### src/hdl/regbank_pkg.sv
// Constants, field layout and types for the paged regulator control bank.
// Assumes one 25 MHz core clock and a synchronous active-low reset.
package regbank_pkg;

  // ----------------------------------------------------------------
  // Register offsets (8-bit register address space)
  // ----------------------------------------------------------------
  localparam logic [7:0] ADDR_THREE_CTRL  = 8'h70;
  localparam logic [7:0] ADDR_FOUR_CTRL   = 8'h71;
  localparam logic [7:0] ADDR_EVENT_STAT  = 8'h72;
  localparam logic [7:0] ADDR_PAGE_SEL    = 8'h7F;
  localparam logic [7:0] ADDR_EXT_BASE    = 8'h80;
  localparam logic [7:0] ADDR_EXT_SCRATCH = 8'h80;

  // ----------------------------------------------------------------
  // Page codes
  // ----------------------------------------------------------------
  localparam logic [3:0] PAGE_FUNC = 4'h0;
  localparam logic [3:0] PAGE_EXT1 = 4'h1;
  localparam logic [3:0] PAGE_EXT2 = 4'h2;

  // ----------------------------------------------------------------
  // Control register field positions
  // ----------------------------------------------------------------
  localparam int unsigned BIT_OFFMODE = 7;
  localparam int unsigned BIT_LOWPWR  = 6;
  localparam int unsigned BIT_STBY    = 5;
  localparam int unsigned BIT_ON      = 4;
  localparam int unsigned VSEL_MSB    = 3;
  localparam int unsigned STAT_OFFEVT = 0;
  localparam int unsigned STAT_STBEVT = 1;

  // ----------------------------------------------------------------
  // Values after reset and built-in defaults
  // ----------------------------------------------------------------
  localparam logic [7:0] CTRL_RESET     = 8'h00;
  localparam logic [7:0] CTRL_BUILTIN   = 8'h10;
  localparam logic [3:0] PAGE_RESET     = 4'h0;
  localparam logic [1:0] STAT_RESET     = 2'h0;
  localparam logic [7:0] SCRATCH_RESET  = 8'h00;
  localparam logic [7:0] READ_ZERO      = 8'h00;

  // ----------------------------------------------------------------
  // Control bus
  // ----------------------------------------------------------------
  localparam logic [6:0] DEV_ADDR      = 7'h08;  // Arbitrary bus address
  localparam logic [3:0] BITS_PER_BYTE = 4'h8;
  localparam int unsigned SYNC_WIDTH   = 5;

  // Bus engine states, Gray coded along the write path and the read byte loop
  typedef enum logic [3:0] {
    ST_IDLE     = 4'h0,
    ST_ADDR     = 4'h1,
    ST_ACK_ADDR = 4'h3,
    ST_REGADDR  = 4'h2,
    ST_ACK_REG  = 4'h6,
    ST_WDATA    = 4'h7,
    ST_ACK_W    = 4'h5,
    ST_RDATA    = 4'h4,
    ST_ACK_R    = 4'hC
  } bus_state_t;

endpackage

### src/hdl/pin_sync_if.sv
// Interface carrying synchronised pin levels to the register bank.
// Assumes both ends run on core_clk.
`timescale 1ns/1ns
interface pin_sync_if;
  logic scl;
  logic sda;
  logic en_pin;
  logic standby_pin;
  logic lowpower_req;

  modport sync (output scl, sda, en_pin, standby_pin, lowpower_req);
  modport user (input  scl, sda, en_pin, standby_pin, lowpower_req);
endinterface

### src/hdl/pin_sync.sv
// Three-stage synchroniser for asynchronous pins with agreement filter.
// Assumes raw pins are asynchronous to core_clk.
`timescale 1ns/1ns
module pin_sync (
  // Clock and reset
  input  wire logic                               core_clk,
  input  wire logic                               rst_b,
  // Raw pins {lowpower_req, standby, en, sda, scl}
  input  wire logic [regbank_pkg::SYNC_WIDTH-1:0] raw_in,
  // Filtered levels
  pin_sync_if.sync                                levels
);

  logic [regbank_pkg::SYNC_WIDTH-1:0] s1_r;
  logic [regbank_pkg::SYNC_WIDTH-1:0] s2_r;
  logic [regbank_pkg::SYNC_WIDTH-1:0] s3_r;
  logic [regbank_pkg::SYNC_WIDTH-1:0] stable_r;

  // Shift chain; first stage feeds only the second
  always_ff @(posedge core_clk) begin
    if (!rst_b) begin
      s1_r <= '1;
      s2_r <= '1;
      s3_r <= '1;
    end else begin
      s1_r <= raw_in;
      s2_r <= s1_r;
      s3_r <= s2_r;
    end
  end

  // Accept a bit only when stages two and three agree, rejecting one-cycle glitches
  always_ff @(posedge core_clk) begin
    if (!rst_b) begin
      stable_r <= '1;
    end else begin
      for (int i = 0; i < regbank_pkg::SYNC_WIDTH; i++) begin
        if (s2_r[i] == s3_r[i]) begin
          stable_r[i] <= s3_r[i];
        end
      end
    end
  end

  assign levels.scl          = stable_r[0];
  assign levels.sda          = stable_r[1];
  assign levels.en_pin       = stable_r[2];
  assign levels.standby_pin  = stable_r[3];
  assign levels.lowpower_req = stable_r[4];

endmodule

### src/hdl/regulator_ctrl_bank.sv
// Paged control register bank for two linear regulators, reached over a two-wire bus.
// Assumes open-drain bus pins resolved outside and a fuse block valid at reset release.
//
// Notes on behaviour
// - Reg three offmode 1: sleep on turn-off
// - Reg three bit 6 permits low power
// - Reg three standby bit: off in standby
// - Reg three bit 4 switches it on
// - Reg three bits 3:0 hold voltage code
// - Reg four offmode 1: sleep on turn-off
// - Reg four bit 6 permits low power
// - Reg four standby bit: off in standby
// - Reg four bit 4 switches it on
// - Reg four bits 3:0 hold voltage code
// - Page codes 0,1,2 select pages
// - Low half common, high half paged
// - Functional registers ignore page selection
// - Other page codes map nothing
// - Eight-bit addresses and data
// - Unmapped reads zero, writes ignored
// - Write-one clears status bits, zero keeps
// - Load fuse or built-in defaults at start
// - Fused bits writable only after load
// - Offmode 0: fully off on turn-off
// - Standby bit 0 keeps regulator on
`timescale 1ns/1ns
module regulator_ctrl_bank (
  // Clock and reset
  input  wire logic       core_clk,
  input  wire logic       rst_b,
  // Two-wire control bus pins
  input  wire logic       scl_in,
  input  wire logic       sda_in,
  output logic            sda_out,
  output logic            sda_oe,
  // Device mode pins
  input  wire logic       en_pin,
  input  wire logic       standby_pin,
  input  wire logic       lowpower_req,
  // Fuse settings
  input  wire logic       fuse_program_supply,
  input  wire logic [4:0] fuse_reg_three,
  input  wire logic [4:0] fuse_reg_four,
  // Regulator three controls
  output logic            reg_three_on,
  output logic            reg_three_sleep,
  output logic            reg_three_lowpower,
  output logic [3:0]      reg_three_vsel,
  // Regulator four controls
  output logic            reg_four_on,
  output logic            reg_four_sleep,
  output logic            reg_four_lowpower,
  output logic [3:0]      reg_four_vsel
);

  // ----------------------------------------------------------------
  // Declarations
  // ----------------------------------------------------------------
  pin_sync_if                  pins ();
  regbank_pkg::bus_state_t     state_r;
  logic [3:0]                  cnt_r;
  logic [7:0]                  shift_r;
  logic [7:0]                  ptr_r;
  logic                        rw_r;
  logic                        nack_r;
  logic                        pull_r;
  logic                        scl_q_r;
  logic                        sda_q_r;
  logic                        en_q_r;
  logic                        stb_q_r;
  logic [7:0]                  three_r;
  logic [7:0]                  four_r;
  logic [3:0]                  page_r;
  logic [1:0]                  stat_r;
  logic [1:0]                  stat_nxt;
  logic [7:0]                  scratch1_r;
  logic [7:0]                  scratch2_r;
  logic                        loaded_r;
  logic                        scl_rise;
  logic                        scl_fall;
  logic                        start_cond;
  logic                        stop_cond;
  logic                        wr_stb;
  logic [7:0]                  rd_val;
  logic [2:0]                  mode_three;
  logic [2:0]                  mode_four;

  // ----------------------------------------------------------------
  // Pin synchroniser
  // ----------------------------------------------------------------
  pin_sync u_sync (
    .core_clk (core_clk),
    .rst_b    (rst_b),
    .raw_in   ({lowpower_req, standby_pin, en_pin, sda_in, scl_in}),
    .levels   (pins)
  );

  // ----------------------------------------------------------------
  // Decode helpers
  // ----------------------------------------------------------------
  // Low half ignores page; high half needs page 1 or 2
  function automatic logic is_mapped(input logic [7:0] a, input logic [3:0] pg);
    if (a < regbank_pkg::ADDR_EXT_BASE) begin
      is_mapped = (a == regbank_pkg::ADDR_THREE_CTRL) || (a == regbank_pkg::ADDR_FOUR_CTRL) ||
                  (a == regbank_pkg::ADDR_EVENT_STAT) || (a == regbank_pkg::ADDR_PAGE_SEL);
    end else begin
      is_mapped = (a == regbank_pkg::ADDR_EXT_SCRATCH) &&
                  (pg == regbank_pkg::PAGE_EXT1 || pg == regbank_pkg::PAGE_EXT2);
    end
  endfunction

  // Regulator state {on, sleep, lowpower} from control bits and device mode
  function automatic logic [2:0] reg_mode(input logic [7:0] c, input logic en,
                                          input logic stby, input logic lpreq);
    logic on;
    on = 1'b0;
    if (!en) begin
      reg_mode = {1'b0, c[regbank_pkg::BIT_OFFMODE], 1'b0};
    end else begin
      on = c[regbank_pkg::BIT_ON] && !(stby && c[regbank_pkg::BIT_STBY]);
      reg_mode = {on, 1'b0, on && lpreq && c[regbank_pkg::BIT_LOWPWR]};
    end
  endfunction

  // ----------------------------------------------------------------
  // Bus condition detection
  // ----------------------------------------------------------------
  // Previous filtered levels for edge detection
  always_ff @(posedge core_clk) begin
    if (!rst_b) begin
      scl_q_r <= 1'b1;
      sda_q_r <= 1'b1;
      en_q_r  <= 1'b1;
      stb_q_r <= 1'b1;  // Matches synchroniser reset level, no false standby event
    end else begin
      scl_q_r <= pins.scl;
      sda_q_r <= pins.sda;
      en_q_r  <= pins.en_pin;
      stb_q_r <= pins.standby_pin;
    end
  end

  assign scl_rise   = pins.scl && !scl_q_r;
  assign scl_fall   = !pins.scl && scl_q_r;
  assign start_cond = pins.scl && scl_q_r && sda_q_r && !pins.sda;
  assign stop_cond  = pins.scl && scl_q_r && !sda_q_r && pins.sda;
  assign wr_stb     = scl_fall && (state_r == regbank_pkg::ST_WDATA) &&
                      (cnt_r == regbank_pkg::BITS_PER_BYTE);

  // ----------------------------------------------------------------
  // Bus byte engine
  // ----------------------------------------------------------------
  // Sample on rising clock edge, drive on falling edge so data is stable while high
  always_ff @(posedge core_clk) begin
    if (!rst_b) begin
      state_r <= regbank_pkg::ST_IDLE;
      cnt_r   <= 4'h0;
      shift_r <= 8'h00;
      ptr_r   <= 8'h00;
      rw_r    <= 1'b0;
      nack_r  <= 1'b0;
      pull_r  <= 1'b0;
    end else if (start_cond) begin
      state_r <= regbank_pkg::ST_ADDR;
      cnt_r   <= 4'h0;
      pull_r  <= 1'b0;
    end else if (stop_cond) begin
      state_r <= regbank_pkg::ST_IDLE;
      pull_r  <= 1'b0;
    end else if (scl_rise) begin
      case (state_r)
        regbank_pkg::ST_ADDR, regbank_pkg::ST_REGADDR, regbank_pkg::ST_WDATA: begin
          shift_r <= {shift_r[6:0], pins.sda};
          cnt_r   <= cnt_r + 4'h1;
        end
        regbank_pkg::ST_RDATA: begin
          cnt_r   <= cnt_r + 4'h1;
        end
        regbank_pkg::ST_ACK_R: begin
          nack_r  <= pins.sda;
        end
        default: begin
          cnt_r   <= cnt_r;
        end
      endcase
    end else if (scl_fall) begin
      case (state_r)
        regbank_pkg::ST_ADDR: begin
          if (cnt_r == regbank_pkg::BITS_PER_BYTE) begin
            if (shift_r[7:1] == regbank_pkg::DEV_ADDR) begin
              state_r <= regbank_pkg::ST_ACK_ADDR;
              rw_r    <= shift_r[0];
              pull_r  <= 1'b1;
            end else begin
              state_r <= regbank_pkg::ST_IDLE;
            end
          end
        end
        regbank_pkg::ST_ACK_ADDR: begin
          cnt_r <= 4'h0;
          if (rw_r) begin
            state_r <= regbank_pkg::ST_RDATA;
            shift_r <= rd_val;
            pull_r  <= !rd_val[7];
          end else begin
            state_r <= regbank_pkg::ST_REGADDR;
            pull_r  <= 1'b0;
          end
        end
        regbank_pkg::ST_REGADDR: begin
          if (cnt_r == regbank_pkg::BITS_PER_BYTE) begin
            state_r <= regbank_pkg::ST_ACK_REG;
            ptr_r   <= shift_r;
            pull_r  <= 1'b1;
          end
        end
        regbank_pkg::ST_ACK_REG, regbank_pkg::ST_ACK_W: begin
          state_r <= regbank_pkg::ST_WDATA;
          cnt_r   <= 4'h0;
          pull_r  <= 1'b0;
        end
        regbank_pkg::ST_WDATA: begin
          if (cnt_r == regbank_pkg::BITS_PER_BYTE) begin
            state_r <= regbank_pkg::ST_ACK_W;
            ptr_r   <= ptr_r + 8'h01;
            pull_r  <= 1'b1;
          end
        end
        regbank_pkg::ST_RDATA: begin
          if (cnt_r == regbank_pkg::BITS_PER_BYTE) begin
            state_r <= regbank_pkg::ST_ACK_R;
            ptr_r   <= ptr_r + 8'h01;
            pull_r  <= 1'b0;
          end else begin
            pull_r  <= !shift_r[3'(7 - cnt_r)];
          end
        end
        regbank_pkg::ST_ACK_R: begin
          cnt_r <= 4'h0;
          if (nack_r) begin
            state_r <= regbank_pkg::ST_IDLE;
            pull_r  <= 1'b0;
          end else begin
            state_r <= regbank_pkg::ST_RDATA;
            shift_r <= rd_val;
            pull_r  <= !rd_val[7];
          end
        end
        default: begin
          state_r <= regbank_pkg::ST_IDLE;
          pull_r  <= 1'b0;
        end
      endcase
    end
  end

  // Open drain: only ever pull low
  assign sda_out = 1'b0;
  assign sda_oe  = pull_r;

  // ----------------------------------------------------------------
  // Read multiplexer
  // ----------------------------------------------------------------
  // Unmapped addresses and unused bits read as zero
  always_comb begin
    rd_val = regbank_pkg::READ_ZERO;
    if (is_mapped(ptr_r, page_r)) begin
      if (ptr_r >= regbank_pkg::ADDR_EXT_BASE) begin
        rd_val = (page_r == regbank_pkg::PAGE_EXT1) ? scratch1_r : scratch2_r;
      end else if (ptr_r == regbank_pkg::ADDR_THREE_CTRL) begin
        rd_val = three_r;
      end else if (ptr_r == regbank_pkg::ADDR_FOUR_CTRL) begin
        rd_val = four_r;
      end else if (ptr_r == regbank_pkg::ADDR_EVENT_STAT) begin
        rd_val = {6'h00, stat_r};
      end else begin
        rd_val = {4'h0, page_r};
      end
    end
  end

  // ----------------------------------------------------------------
  // Regulator control registers
  // ----------------------------------------------------------------
  // Fused defaults load once after release; bus writes wait for that load
  always_ff @(posedge core_clk) begin
    if (!rst_b) begin
      three_r  <= regbank_pkg::CTRL_RESET;
      four_r   <= regbank_pkg::CTRL_RESET;
      loaded_r <= 1'b0;
    end else if (!loaded_r) begin
      loaded_r <= 1'b1;
      three_r  <= fuse_program_supply ? regbank_pkg::CTRL_BUILTIN : {3'h0, fuse_reg_three};
      four_r   <= fuse_program_supply ? regbank_pkg::CTRL_BUILTIN : {3'h0, fuse_reg_four};
    end else if (wr_stb && ptr_r == regbank_pkg::ADDR_THREE_CTRL) begin
      three_r <= shift_r;
    end else if (wr_stb && ptr_r == regbank_pkg::ADDR_FOUR_CTRL) begin
      four_r  <= shift_r;
    end
  end

  // Page register and per-page scratch; page only steers the high half
  always_ff @(posedge core_clk) begin
    if (!rst_b) begin
      page_r     <= regbank_pkg::PAGE_RESET;
      scratch1_r <= regbank_pkg::SCRATCH_RESET;
      scratch2_r <= regbank_pkg::SCRATCH_RESET;
    end else if (wr_stb && is_mapped(ptr_r, page_r)) begin
      if (ptr_r == regbank_pkg::ADDR_PAGE_SEL) begin
        page_r <= shift_r[3:0];
      end else if (ptr_r >= regbank_pkg::ADDR_EXT_BASE && page_r == regbank_pkg::PAGE_EXT1) begin
        scratch1_r <= shift_r;
      end else if (ptr_r >= regbank_pkg::ADDR_EXT_BASE) begin
        scratch2_r <= shift_r;
      end
    end
  end

  // Event flags: a new event wins over a same-cycle clear
  always_comb begin
    stat_nxt = stat_r;
    if (wr_stb && ptr_r == regbank_pkg::ADDR_EVENT_STAT) begin
      stat_nxt = stat_r & ~shift_r[1:0];
    end
    stat_nxt[regbank_pkg::STAT_OFFEVT] = stat_nxt[regbank_pkg::STAT_OFFEVT] ||
                                         (en_q_r && !pins.en_pin);
    stat_nxt[regbank_pkg::STAT_STBEVT] = stat_nxt[regbank_pkg::STAT_STBEVT] ||
                                         (!stb_q_r && pins.standby_pin);
  end

  always_ff @(posedge core_clk) begin
    if (!rst_b) begin
      stat_r <= regbank_pkg::STAT_RESET;
    end else begin
      stat_r <= stat_nxt;
    end
  end

  // ----------------------------------------------------------------
  // Regulator outputs
  // ----------------------------------------------------------------
  assign mode_three = reg_mode(three_r, pins.en_pin, pins.standby_pin, pins.lowpower_req);
  assign mode_four  = reg_mode(four_r, pins.en_pin, pins.standby_pin, pins.lowpower_req);

  // Registered so the analog side sees no decode glitches
  always_ff @(posedge core_clk) begin
    if (!rst_b) begin
      {reg_three_on, reg_three_sleep, reg_three_lowpower} <= 3'h0;
      {reg_four_on, reg_four_sleep, reg_four_lowpower}    <= 3'h0;
      reg_three_vsel <= 4'h0;
      reg_four_vsel  <= 4'h0;
    end else begin
      {reg_three_on, reg_three_sleep, reg_three_lowpower} <= mode_three;
      {reg_four_on, reg_four_sleep, reg_four_lowpower}    <= mode_four;
      reg_three_vsel <= three_r[regbank_pkg::VSEL_MSB:0];
      reg_four_vsel  <= four_r[regbank_pkg::VSEL_MSB:0];
    end
  end
endmodule

### config.mk
export PLATFORM = sky130hd
export DESIGN_NAME = regulator_ctrl_bank
export DESIGN_NICKNAME = d
export VERILOG_FILES = /design/src/hdl/regbank_pkg.sv /design/src/hdl/pin_sync_if.sv /design/src/hdl/pin_sync.sv /design/src/hdl/regulator_ctrl_bank.sv
export SDC_FILE = /design/constraint.sdc
export NUM_CORES = 1
export LEC_CHECK = 0
export BUFFER_PORTS_ARGS = -buffer_cell sky130_fd_sc_hd__buf_2
export CORE_ASPECT_RATIO = 0.75
export CORE_MARGIN = 8
export CORE_UTILIZATION = 55
export DETAILED_ROUTE_END_ITERATION = 10
export PLACE_DENSITY = 0.74
export RECOVER_POWER = 50
export SETUP_SLACK_MARGIN = 0.1
export SLEW_MARGIN = 10
export SYNTH_ARGS = -nofsm -noshare
export SYNTH_HDL_FRONTEND = slang
export SYNTH_SLANG_ARGS = --single-unit
### constraint.sdc
create_clock -name core_clk -period 2.9 [get_ports core_clk]
set_clock_uncertainty 0.2 [all_clocks]
set_input_delay 0.29 -clock core_clk [delete_from_list [all_inputs] [get_ports core_clk]]
set_output_delay 0.29 -clock core_clk [all_outputs]
set_load 0.02 [all_outputs]
# ---- Yosys cells after proc, flatten, opt, wreduce, memory -nomap -nowiden
# Index checks and enable logic that the tools add are counted.
dict set report classes {
  n_addsub 3
  order_cmp 3
  n_eq_ne 41
  muxes 51
  bitwise 8
  n_reduce_logical 68
}
# op n
set ops {}
lappend ops {{$mux 8} 17}
lappend ops {{$mux 4} 9}
lappend ops {{$eq 8x7->1 const B} 4}
lappend ops {{$pmux 8 s2} 2}
lappend ops {{$pmux 4 s7} 1}
lappend ops {{$logic_and 1x1->1} 25}
lappend ops {{$reduce_and 7->1} 3}
lappend ops {{$eq 4x3->1 const B} 4}
lappend ops {{$mux 1} 14}
lappend ops {{$eq 4x2->1 const B} 3}
lappend ops {{$ne 2x1->1 const B} 6}
lappend ops {{$ne 2x2->1 const B} 6}
lappend ops {{$ne 4x4->1 const B} 3}
lappend ops {{$reduce_and 4->1} 3}
lappend ops {{$reduce_and 6->1} 2}
lappend ops {{$logic_not 1->1} 10}
lappend ops {{$mux 5} 2}
lappend ops {{$reduce_or 2->1} 5}
lappend ops {{$add 8x1->8 const B} 1}
lappend ops {{$eq 4x1->1 const B} 2}
lappend ops {{$eq 4x4->1 const B} 2}
lappend ops {{$eq 8x8->1 const B} 1}
lappend ops {{$ge 8x8->1 const B} 1}
lappend ops {{$lt 8x8->1 const B} 1}
lappend ops {{23 further kinds} 47}
dict set report totals {
  regBits 104
  input_bits 18
  elab_cells 209
}

# ---- Logic depth before layout (Yosys ltp)
# Gate-level depths: netlist of run 1.
dict set report logic_depth {
  word_depth 10
  depth_mapped 10
}

# ---- Modules after synthesis
# A second synthesis of run 1 with hierarchy kept.
dict set report unflattened {
  hier_cells 581
  area_unflattened_um2 5109.9
}
# module instances cells_per_inst area_per_inst_um2
set modules_own_cells {}
lappend modules_own_cells {regulator_ctrl_bank 1 529 4490.6}
lappend modules_own_cells {pin_sync 1 52 619.3}

# ---- Least setup slack after synthesis of run 1
# Ideal clock, no wire load.
dict set report synth_path {
  path_kind {register to register}
  startpoint {reg u_sync.stable_r[0] in the netlist's numbering}
  endpoint {reg cnt_r[3]}
  arrival_ps 1898
  required_time_ps 2628
  slack_ps 731
  path_stages_with_launch 8
  cell_sequence {dfxtp_1 -> ha_1 -> buf_2 -> xor2_1 -> mux2_2 -> a211o_1 -> a21oi_1 -> mux2i_1}
}
dict set report synth_between {
  elab_chain_cells 5
  elab_cells_between_ends 15
  cone_classes {1 x eq/ne; 1 x mux; 1 x bitwise; 12 x reduce/logical}
}
# item line_no
set synth_rtl {}
lappend synth_rtl {{start: declaration} pin_sync.sv:17} ;# logic [regbank_pkg::SYNC_WIDTH-1:0] stable_r;
lappend synth_rtl {{start signal: indexed assignment} pin_sync.sv:39} ;# stable_r[i] <= s3_r[i];
lappend synth_rtl {{$logic_and 1x1->1} {regulator_ctrl_bank.sv:145, regulator_ctrl_bank.sv:146}}
lappend synth_rtl {{$logic_and 1x1->1 (2 in a row)} regulator_ctrl_bank.sv:146} ;# assign stop_cond = pins.scl && scl_q_r && !sda_q_r && pins.sda;
lappend synth_rtl {{$not 1->1 (no line)} --}
lappend synth_rtl {{$reduce_and 4->1 (no line)} --}
lappend synth_rtl {{end signal: assignment} regulator_ctrl_bank.sv:174} ;# cnt_r <= cnt_r + 4'h1;
lappend synth_rtl {{end signal: assignment} regulator_ctrl_bank.sv:177} ;# cnt_r <= cnt_r + 4'h1;
lappend synth_rtl {{end signal: assignment} regulator_ctrl_bank.sv:183} ;# cnt_r <= cnt_r;
lappend synth_rtl {{end: declaration} regulator_ctrl_bank.sv:61} ;# logic [3:0] cnt_r;
# Parallel ways exist; a longest one is shown, timed or not.
# A chain may end at the register's enable or synchronous reset.

# ---- Worst setup path after layout of run 1
dict set report layout_path {
  startpoint {reg u_sync.stable_r[0] in the netlist's numbering}
  endpoint {reg ptr_r[2]}
}
dict set report layout_between {
  elab_chain_cells 5
  elab_cells_between_ends 12
  cone_classes {3 x bitwise; 9 x reduce/logical}
}
# item line_no
set layout_rtl {}
lappend layout_rtl {{$logic_and 1x1->1} {regulator_ctrl_bank.sv:145, regulator_ctrl_bank.sv:146}}
lappend layout_rtl {{$logic_and 1x1->1, on equally long branches (2 in a row)} {regulator_ctrl_bank.sv:145, regulator_ctrl_bank.sv:146}}
lappend layout_rtl {{$not 1->1 (no line)} --}
lappend layout_rtl {{$reduce_and 7->1 (no line) (*)} --}
lappend layout_rtl {{end signal: assignment} regulator_ctrl_bank.sv:213} ;# ptr_r <= shift_r;
lappend layout_rtl {{end signal: assignment} regulator_ctrl_bank.sv:225} ;# ptr_r <= ptr_r + 8'h01;
lappend layout_rtl {{end signal: assignment} regulator_ctrl_bank.sv:232} ;# ptr_r <= ptr_r + 8'h01;
lappend layout_rtl {{end: declaration} regulator_ctrl_bank.sv:63} ;# logic [7:0] ptr_r;
# Every way passes the cells marked *; elsewhere a longest branch is shown, timed or not.

==> results of run 1 <==
[metal layers]
metal,wire length [um],track usage [%],vias up
met5,0,0,-
met1,5907,27.18,2004
li1,-,-,2041
met4,199,7.019,0
met2,5157,29.53,159
met3,866,5.024,22
[power by group]
part	total, uW	internal [uW]	switching [uW]
logic	94.9	36.7	58.2
clock network	1320	707	616
registers	1470	1450	15.5
total	2880	2190	689
[how the worst max path moves through the flow]
stage	to
floorplan	cnt_r[3]
global placement	shift_r[3]
detailed placement	shift_r[3]
CTS	shift_r[3]
global route	shift_r[3]
finish	ptr_r[2]
[Yosys cell counts, types with 8 or more instances]
library cell / count / area, sq um
dfxtp_1: 104 / 2082
nor2_1: 61 / 229.0
nand2_1: 40 / 150.1
mux2i_1: 39 / 390.4
a21oi_1: 27 / 135.1
clkbuf_1: 24 / 90.09
nand2b_1: 22 / 137.6
inv_1: 19 / 71.32
nand3_1: 19 / 95.09
a22oi_1: 13 / 97.59
and2_1: 12 / 75.07
o21ai_0: 12 / 60.06
a211oi_1: 11 / 82.58
a31oi_1: 10 / 62.56
ha_1: 9 / 112.6
nor3_1: 9 / 45.04
buf_2: 8 / 40.04
[tightest hold or removal path, delay by kind of cell]
family                 cells  cell delay (ns)
AOI/OAI and AO/OA          2             0.20
buffers and inverters      1             0.10
[area by class of cell]
type                    count  area [sq um]
repair buffers             47         257.7
clock buffers               9         225.2
clock inverters             7         110.1
fillers                   747          3400
inverters                  20         75.07
well taps                 112         140.1
flip-flops and latches    104          2082
multi-input cells         399          2719
[metrics by stage]
stage               util (%)  power [uW]  instances  worst slack, ns
floorplan                  -        1557        564           0.7308
global placement       58.29        1588        677           0.5155
detailed placement     58.29        1591        677           0.4110
CTS                    62.57        2908        698           0.3939
global route           62.26        2958        698           0.1165
finish                 62.26        2883        698           0.3356
[state kept, by name, indices dropped and copies added, names as in the netlist, 2 cells and up]
| name | cells |
|---|---|
| u_sync.s3_r | 5 |
| reg_three_vsel | 4 |
| page_r | 4 |
| u_sync.s2_r | 5 |
| shift_r | 8 |
| u_sync.s1_r | 5 |
| reg_four_vsel | 4 |
| state_r | 4 |
| scratch2_r | 8 |
| u_sync.stable_r | 5 |
| cnt_r | 4 |
| stat_r | 2 |
| three_r | 8 |
| four_r | 8 |
| ptr_r | 8 |
| scratch1_r | 8 |
[logic make-up (layout without fill, tap and decap cells)]
kind of cell,Yosys count,in the layout,synth area share (%)
simple gates,215,215,23.12
compound gates,123,123,17.35
flops,104,104,41.06
buf+inv,61,83,5.453
mux,44,44,9.252
fa+ha+maj,9,9,2.221
xor+xnor,7,7,1.481
other cells,1,1,0.07395
==> flow_summary.json, run 1 <==
{
  "layout-drive-gt1-share_pct": 10.24,
  "worstHoldPathCells": 3,
  "post_cts_buffers": 0,
  "outcome": "complete, no violations",
  "cts-resized-gates": 0,
  "timing.rr.start": "u_sync.stable_r[0]",
  "rrSetupSlack_ns": 0.34,
  "worst_slew_pin_slew_ns": 1.314,
  "chipHeight_um": 99.16,
  "grt_overflow_total": 0,
  "peakVddDrop_mv": 0.4127,
  "syn_inst": 564,
  "fp.dieW_um": 126.9,
  "rsz0062_at_grt": "false",
  "ys_seq_area_share_pct": 41.06,
  "num_io_pins": 34,
  "clock_path_buffers": 2,
  "cts_sinks": 104,
  "nets": 608,
  "htreeDepth": 3,
  "fp-row-count": 30,
  "drv_slew": 0,
  "insertion_delay_ns": 0.35,
  "setup_viol": 0,
  "crit_type": "flip-flop to flip-flop",
  "cp.depth": 8,
  "start_util_pct": 56.29,
  "avgRoutedWirePerCell_um": 17.38,
  "leakage_uw": 0.002002,
  "routabilityCongestion": 0.8813,
  "min_to": "four_r[3]",
  "slowest_delay_ns": 0.58,
  "tns_ns": 0,
  "grt_pass1_vias": 3992,
  "cts-hold-fix-buffers": 5,
  "finalHoldViolations": 0,
  "drt_first_pass_iters": 5,
  "syn_nets": 591,
  "r2r_cells": 8,
  "ys.warnings.count": 0,
  "critPathTopFamily": "simple AND/OR/NAND/NOR gates",
  "track_usage_pct": 19.83,
  "finish.instance_area_sq_um": 5609,
  "cts_tree": "built",
  "final_cell_mix": "dfxtp_1 (104), nor2_1 (61), nand2_1 (40)",
  "dpl.hpwl_um": 8506,
  "dpl_cell_area_sq_um": 5251,
  "grt_first_pass_wirelength_um": 20180,
  "required_ns": 2.92,
  "die-area_sq_um": 12580,
  "vias": 4226,
  "drtAntennaViolNets": 0,
  "critPathArrivalTime_ns": 2.59,
  "drtIter0Drc": 437,
  "synthesis.area_sq_um": 5071,
  "worstSetupStartpointType": "flip-flop",
  "cts_inserted_buffers": 9,
  "grt_max_degree": 46,
  "io_buffers": 32,
  "clk_pin_slew_ns": 0.08,
  "ys_ff_latch": 104,
  "layout_min_cycle_time_ns": 2.564,
  "crit_buf_inv": 2,
  "layout_commonest_cell": "dfxtp_1",
  "root_buffer": "clkbuf_16",
  "whs_ns": 0.08482,
  "period_share_pct": 88.43,
  "antenna_found_initial": 0,
  "syn-mean-instance-area_sq_um": 8.991,
  "worstHoldStart": "fuse_reg_four[3]",
  "synthToLayoutAreaGrowth_pct": 10.61,
  "via_per_inst": 6.054,
  "insertedDiodeCount": 0,
  "async_reset_ff_share_pct": 0,
  "core_sq_um": 9009,
  "worstSetupEndpointType": "flip-flop",
  "synth_cell_types": 72,
  "startpoint": "u_sync.stable_r[0]",
  "maxCapViolCount": 0,
  "max_freq_mhz": 390.0,
  "routed_wl_um": 12130,
  "r2r_end": "ptr_r[2]",
  "hold_path.class": "input port to flip-flop",
  "critical_path.max_fanout": 7,
  "cp_cell_sequence": "inv_1 > ha_1 > nor2b_1 > clkbuf_1 > nand2_1 > or4_1 > o21ai_0 > a21oi_1",
  "power_density_nw_per_um2": 514.0,
  "synth_edf_count": 0,
  "yosys_most_used_dff": "dfxtp_1",
  "drc": 0,
  "critPathSlowestCell": "or4_1",
  "slew-limit-headroom_pct": 12.43
}
(Power assumes the default switching activity.)
==> run 2, diff against run 1 <==
Settings changed: CTS_BUF_LIST set to sky130_fd_sc_hd__clkbuf_8, PLACE_DENSITY 0.74 to 0.73, SYNTH_HIERARCHICAL set to 1.
==> flow_summary.json, run 2 <==
{
  "outcome": "complete, no violations",
  "fin_util_pct": 61.18,
  "critPathSlowestCell": "dfxtp_1",
  "synthesis.area_sq_um": 5110,
  "yosysMostFrequentCell": "dfxtp_1",
  "clk_pin_slew_ns": 0.11,
  "timing.rr.start": "state_r[1]",
  "syn_nets": 608,
  "crit_type": "flip-flop to flip-flop",
  "grt_pass1_vias": 4053,
  "layout_min_cycle_time_ns": 2.529,
  "worstHoldPathCells": 3,
  "cts_sinks": 104,
  "cp_cell_sequence": "xor2_2 > or3_1 > or4_1 > a21oi_1 > o21a_1",
  "yosys_most_used_dff": "dfxtp_1",
  "required_ns": 3.04,
  "antenna_found_initial": 0,
  "worst_slew_pin_slew_ns": 1.096,
  "grt_overflow_total": 0,
  "num_io_pins": 34,
  "cts-resized-gates": 0,
  "syn_inst": 581,
  "r2r_end": "ptr_r[7]",
  "fillCellCount": 805,
  "routabilityCongestion": 0.9291,
  "grt_first_pass_wirelength_um": 20790,
  "worstSetupStartpointType": "flip-flop",
  "hold_path.class": "input port to flip-flop",
  "insertion_delay_ns": 0.40,
  "fp-row-count": 30,
  "power_uw": 2506,
  "nets": 627,
  "drt_first_pass_iters": 6,
  "ys_seq_area_share_pct": 40.74,
  "start_util_pct": 56.49,
  "leakage_uw": 0.002220,
  "routed_wl_um": 12630,
  "layout_commonest_cell": "dfxtp_1",
  "synth.area.top_cells": "dfxtp_1 (41%), mux2i_1 (6.9%), nor2_1 (5.1%)",
  "peakVddDrop_mv": 0.3533,
  "power_density_nw_per_um2": 452.9,
  "slowest_delay_ns": 0.72,
  "fp.dieW_um": 127.3,
  "r2r_cells": 5,
  "final_cell_mix": "dfxtp_1 (104), nor2_1 (70), mux2i_1 (35)",
  "drtIter0Drc": 423,
  "rrSetupSlack_ns": 0.37,
  "die-area_sq_um": 12660,
  "via_per_inst": 6.061,
  "maxCapViolCount": 0,
  "syn-mean-instance-area_sq_um": 8.795,
  "drc": 0,
  "critPathArrivalTime_ns": 2.67,
  "ys_ff_latch": 104,
  "synth_edf_count": 0,
  "period_share_pct": 87.19,
  "layout-drive-gt1-share_pct": 10.58,
  "drv_slew": 0,
  "ys_top_cells_by_count": "dfxtp_1 (104), nor2_1 (70), mux2i_1 (35)",
  "critical_path.max_fanout": 18,
  "rsz0062_at_grt": "false",
  "root_buffer": "clkbuf_8",
  "synth_top_area_share_pct": 40.74,
  "min_to": "four_r[3]",
  "drtAntennaViolNets": 0,
  "finalHoldViolations": 0,
  "htreeDepth": 3,
  "slew-limit-headroom_pct": 26.95,
  "tns_ns": 0,
  "chipHeight_um": 99.48,
  "cts_inserted_buffers": 9,
  "avgRoutedWirePerCell_um": 17.24,
  "track_usage_pct": 20.53,
  "cts_tree": "built",
  "synthToLayoutAreaGrowth_pct": 8.301,
  "insertedDiodeCount": 0,
  "grt_max_degree": 52,
  "async_reset_ff_share_pct": 0,
  "synth_area_leader_cell": "dfxtp_1",
  "ys.warnings.count": 6,
  "worstHoldStart": "fuse_reg_four[3]",
  "max_freq_mhz": 395.5,
  "setup_viol": 0,
  "dpl.hpwl_um": 8945,
  "core_sq_um": 9046,
  "clock_path_buffers": 2,
  "io_buffers": 32,
  "synth_cell_types": 69,
  "worstSetupEndpointType": "flip-flop",
  "vias": 4443
}
[run 2: cell types whose count changed in the layout (fill, tap and decap cells not counted), moves of 7 or more]
cell,before,now
clkbuf_16,9,0
clkbuf_8,0,9
nand2b_1,22,15
nor2_1,61,70
o21ai_0,12,28
[run 2: worst max-delay path by stage]
stage | slack [ns] | startpoint | endpoint
global route | 0.22 | state_r[1] | ptr_r[7]
finish | 0.37 | state_r[1] | ptr_r[7]
CTS | 0.40 | state_r[1] | ptr_r[7]
floorplan | 0.66 | u_sync/stable_r[0] | cnt_r[3]
global placement | 0.49 | state_r[1] | ptr_r[7]
detailed placement | 0.43 | state_r[1] | ptr_r[7]
[run 2: repair_timing]
action	CTS	global route
buffers inserted	0	0
hold endpoints to repair	5	0
hold buffers	5	0
[run 2: metrics by stage]
stage	hold slack (ns)	instance area, sq um	cells	setup WS [ns]
global placement	0.1955	5318	712	0.4893
floorplan	0.1177	5110	581	0.6634
detailed placement	0.1914	5318	712	0.4270
CTS	0.03776	5583	733	0.4024
finish	0.03962	5534	733	0.3714
global route	0.04684	5534	733	0.2181
[run 2: routing by layer]
metal,global-route usage [%],vias up,part of all wire [%],wire [um]
met5,0,-,0,0
met4,6.746,0,1.7,214
met3,5.291,24,7.6,964
met2,30.37,176,43,5436
met1,28.37,2128,48,6019
li1,-,2115,-,-
[run 2: kinds of logic (layout without fill, tap and decap cells)]
family                     Yosys count  count (layout)  synth area share [%]
buffers and inverters               60              84                 5.362
adders and majority gates            9               9                 2.204
DFF                                104             104                 40.74
AOI/OAI and AO/OA                  142             142                 19.47
and+or+nand+nor                    217             217                 22.18
xor gates and xnor gates             7               7                 1.347
muxes                               41              41                 8.619
other                                1               1               0.07339
[run 2: power by group]
part / switching [uW] / internal, uW
clock: 594 / 352
sequential: 15.8 / 1450
combinational: 57.0 / 36.5
total: 667 / 1840
[run 2: cell type report]
type                            instances  area, sq um  share of cell area, %
Multi-Input combinational cell        417         2735                  49.42
Sequential cell                       104         2082                  37.62
Tap cell                              128        160.2                  2.894
Clock inverter                          7        91.34                  1.650
Inverter                               19        71.32                  1.289
Timing Repair Buffer                   49        270.3                  4.884
Clock buffer                            9        123.9                  2.238
[run 2: worst max-delay path, delay by kind of cell, from the launching register on]
kind                      cells  cell delay (ns)
and+or+nand+nor               2             1.08
DFF                           1             0.72
AOI/OAI and AO/OA             2             0.31
xor gates and xnor gates      1             0.17
==> run 3, diff against run 2 <==
Settings changed: BUFFER_PORTS_ARGS -buffer_cell sky130_fd_sc_hd__buf_2 to not set, DONT_BUFFER_PORTS set to 1, PLACE_DENSITY 0.73 to 0.7.
==> flow_summary.json, run 3 (synthesis gave the netlist of run 2 again) <==
{
  "rsz0062_at_grt": "false",
  "drt_first_pass_iters": 5,
  "root_buffer": "clkbuf_8",
  "busiest_layer": "met2",
  "layout_min_cycle_time_ns": 2.608,
  "layout-drive-gt1-share_pct": 8.919,
  "timing.rr.start": "ptr_r[1]",
  "fin_util_pct": 60.62,
  "drtIter0Drc": 378,
  "use_met2_pct": 29.80,
  "nets": 605,
  "fp-row-count": 30,
  "whs_ns": 0.01649,
  "clock_path_buffers": 2,
  "avgRoutedWirePerCell_um": 17.82,
  "grt_max_degree": 51,
  "required_ns": 3.01,
  "critical_path.max_fanout": 10,
  "worst_slew_pin_slew_ns": 1.082,
  "num_io_pins": 34,
  "cts_tree": "built",
  "critPathSlowestCell": "a2111oi_0",
  "cts_inserted_buffers": 9,
  "cp_cell_sequence": "inv_1 > ha_1 > nor3_1 > o21ai_0 > a2bb2oi_2 > a2111oi_0 > o221a_2",
  "slew-limit-headroom_pct": 27.84,
  "fillCellCount": 815,
  "setup_viol": 0,
  "via_per_inst": 6.093,
  "peakVddDrop_mv": 0.3097,
  "insertion_delay_ns": 0.37,
  "hold_path.class": "input port to flip-flop",
  "core_sq_um": 9046,
  "io_buffers": 0,
  "synthToLayoutAreaGrowth_pct": 7.321,
  "outcome": "complete, no violations",
  "tns_ns": 0,
  "worstSetupEndpointType": "flip-flop",
  "finalHoldViolations": 0,
  "period_share_pct": 89.93,
  "die-area_sq_um": 12660,
  "htreeDepth": 3,
  "dpl_cell_area_sq_um": 5165,
  "routabilityCongestion": 0.8923,
  "dpl.hpwl_um": 8859,
  "grt.met3_usage_pct": 4.917,
  "track_usage_pct": 20.32,
  "insertedDiodeCount": 0,
  "max_freq_mhz": 383.4,
  "drtAntennaViolNets": 0,
  "cts_sinks": 104,
  "grt_pass1_vias": 3929,
  "antenna_found_initial": 0,
  "leakage_uw": 0.002180,
  "power_uw": 2477,
  "finish.instance_area_sq_um": 5484,
  "routed_wl_um": 12670,
  "worstHoldStart": "fuse_reg_four[3]",
  "grt_overflow_total": 0,
  "crit_type": "flip-flop to flip-flop",
  "fp.dieW_um": 127.3,
  "power_density_nw_per_um2": 451.7,
  "clk_pin_slew_ns": 0.10,
  "chipHeight_um": 99.48,
  "final_cell_mix": "dfxtp_1 (104), nor2_1 (70), mux2i_1 (35)",
  "use_met1_pct": 29.09,
  "layout_commonest_cell": "dfxtp_1",
  "start_util_pct": 56.49,
  "slowest_delay_ns": 0.54,
  "vias": 4332,
  "critPathArrivalTime_ns": 2.72,
  "drv_slew": 0,
  "worstSetupStartpointType": "flip-flop",
  "multi_input_area_sq_um": 2741,
  "seq_area_sq_um": 2082,
  "startpoint": "ptr_r[1]",
  "drc": 0,
  "maxCapViolCount": 0,
  "grt_first_pass_wirelength_um": 20690
}
run 3: path summary, 6_finish.rpt:
kind	to	slack [ns]	cells past startpoint
setup / recovery	shift_r[3]	0.29	7
hold / removal	four_r[3]	0.02	2
setup reg to reg	shift_r[3]	0.29	7
hold reg to reg	u_sync/s2_r[2]	0.22	1
run 3: per-stage QoR:
stage / setup slack, ns / cells
6_report: 0.2919 / 711
5_1_grt: 0.1677 / 711
4_1_cts: 0.2732 / 711
3_5_place_dp: 0.3070 / 681
3_3_place_gp: 0.3235 / 681
2_1_floorplan: 0.6634 / 581
run 3: final cells by class:
type                    count  area share [%]
flip-flops and latches    104           37.96
clock inverters             7           1.392
repair buffers             27           4.175
well taps                 128           2.920
inverters                  19           1.300
multi-input cells         417           49.99
clock buffers               9           2.259
run 3: routing by layer:
metal	wire length [um]	vias up
met5	0	-
met4	148	0
met3	1035	15
met2	5432	172
met1	6053	2078
li1	-	2067
run 3: timing repair:
| action | 4_1_cts | 5_1_grt |
|---|---|---|
| resized for setup | 0 | 1 |
| hold endpoints to repair | 65 | 0 |
| setup buffers | 0 | 0 |
| endpoints found under the setup margin | 0 | 5 |
| hold buffers | 14 | 0 |
run 3: worst max-delay path: cells and delay by family, from the launching register on:
kind / cells / cell delay (ns)
AO/OA/AOI/OAI: 4 / 1.32
adder cells (fa/ha/maj): 1 / 0.44
flip-flops: 1 / 0.37
AND/OR/NAND/NOR: 1 / 0.13
buffers and inverters: 1 / 0.10
run 3: where the power goes:
part	total (uW)	switching, uW	internal, uW
clock	923	515	409
combinational	80.8	46.8	34.0
sequential	1470	22.6	1450
total	2480	584	1890
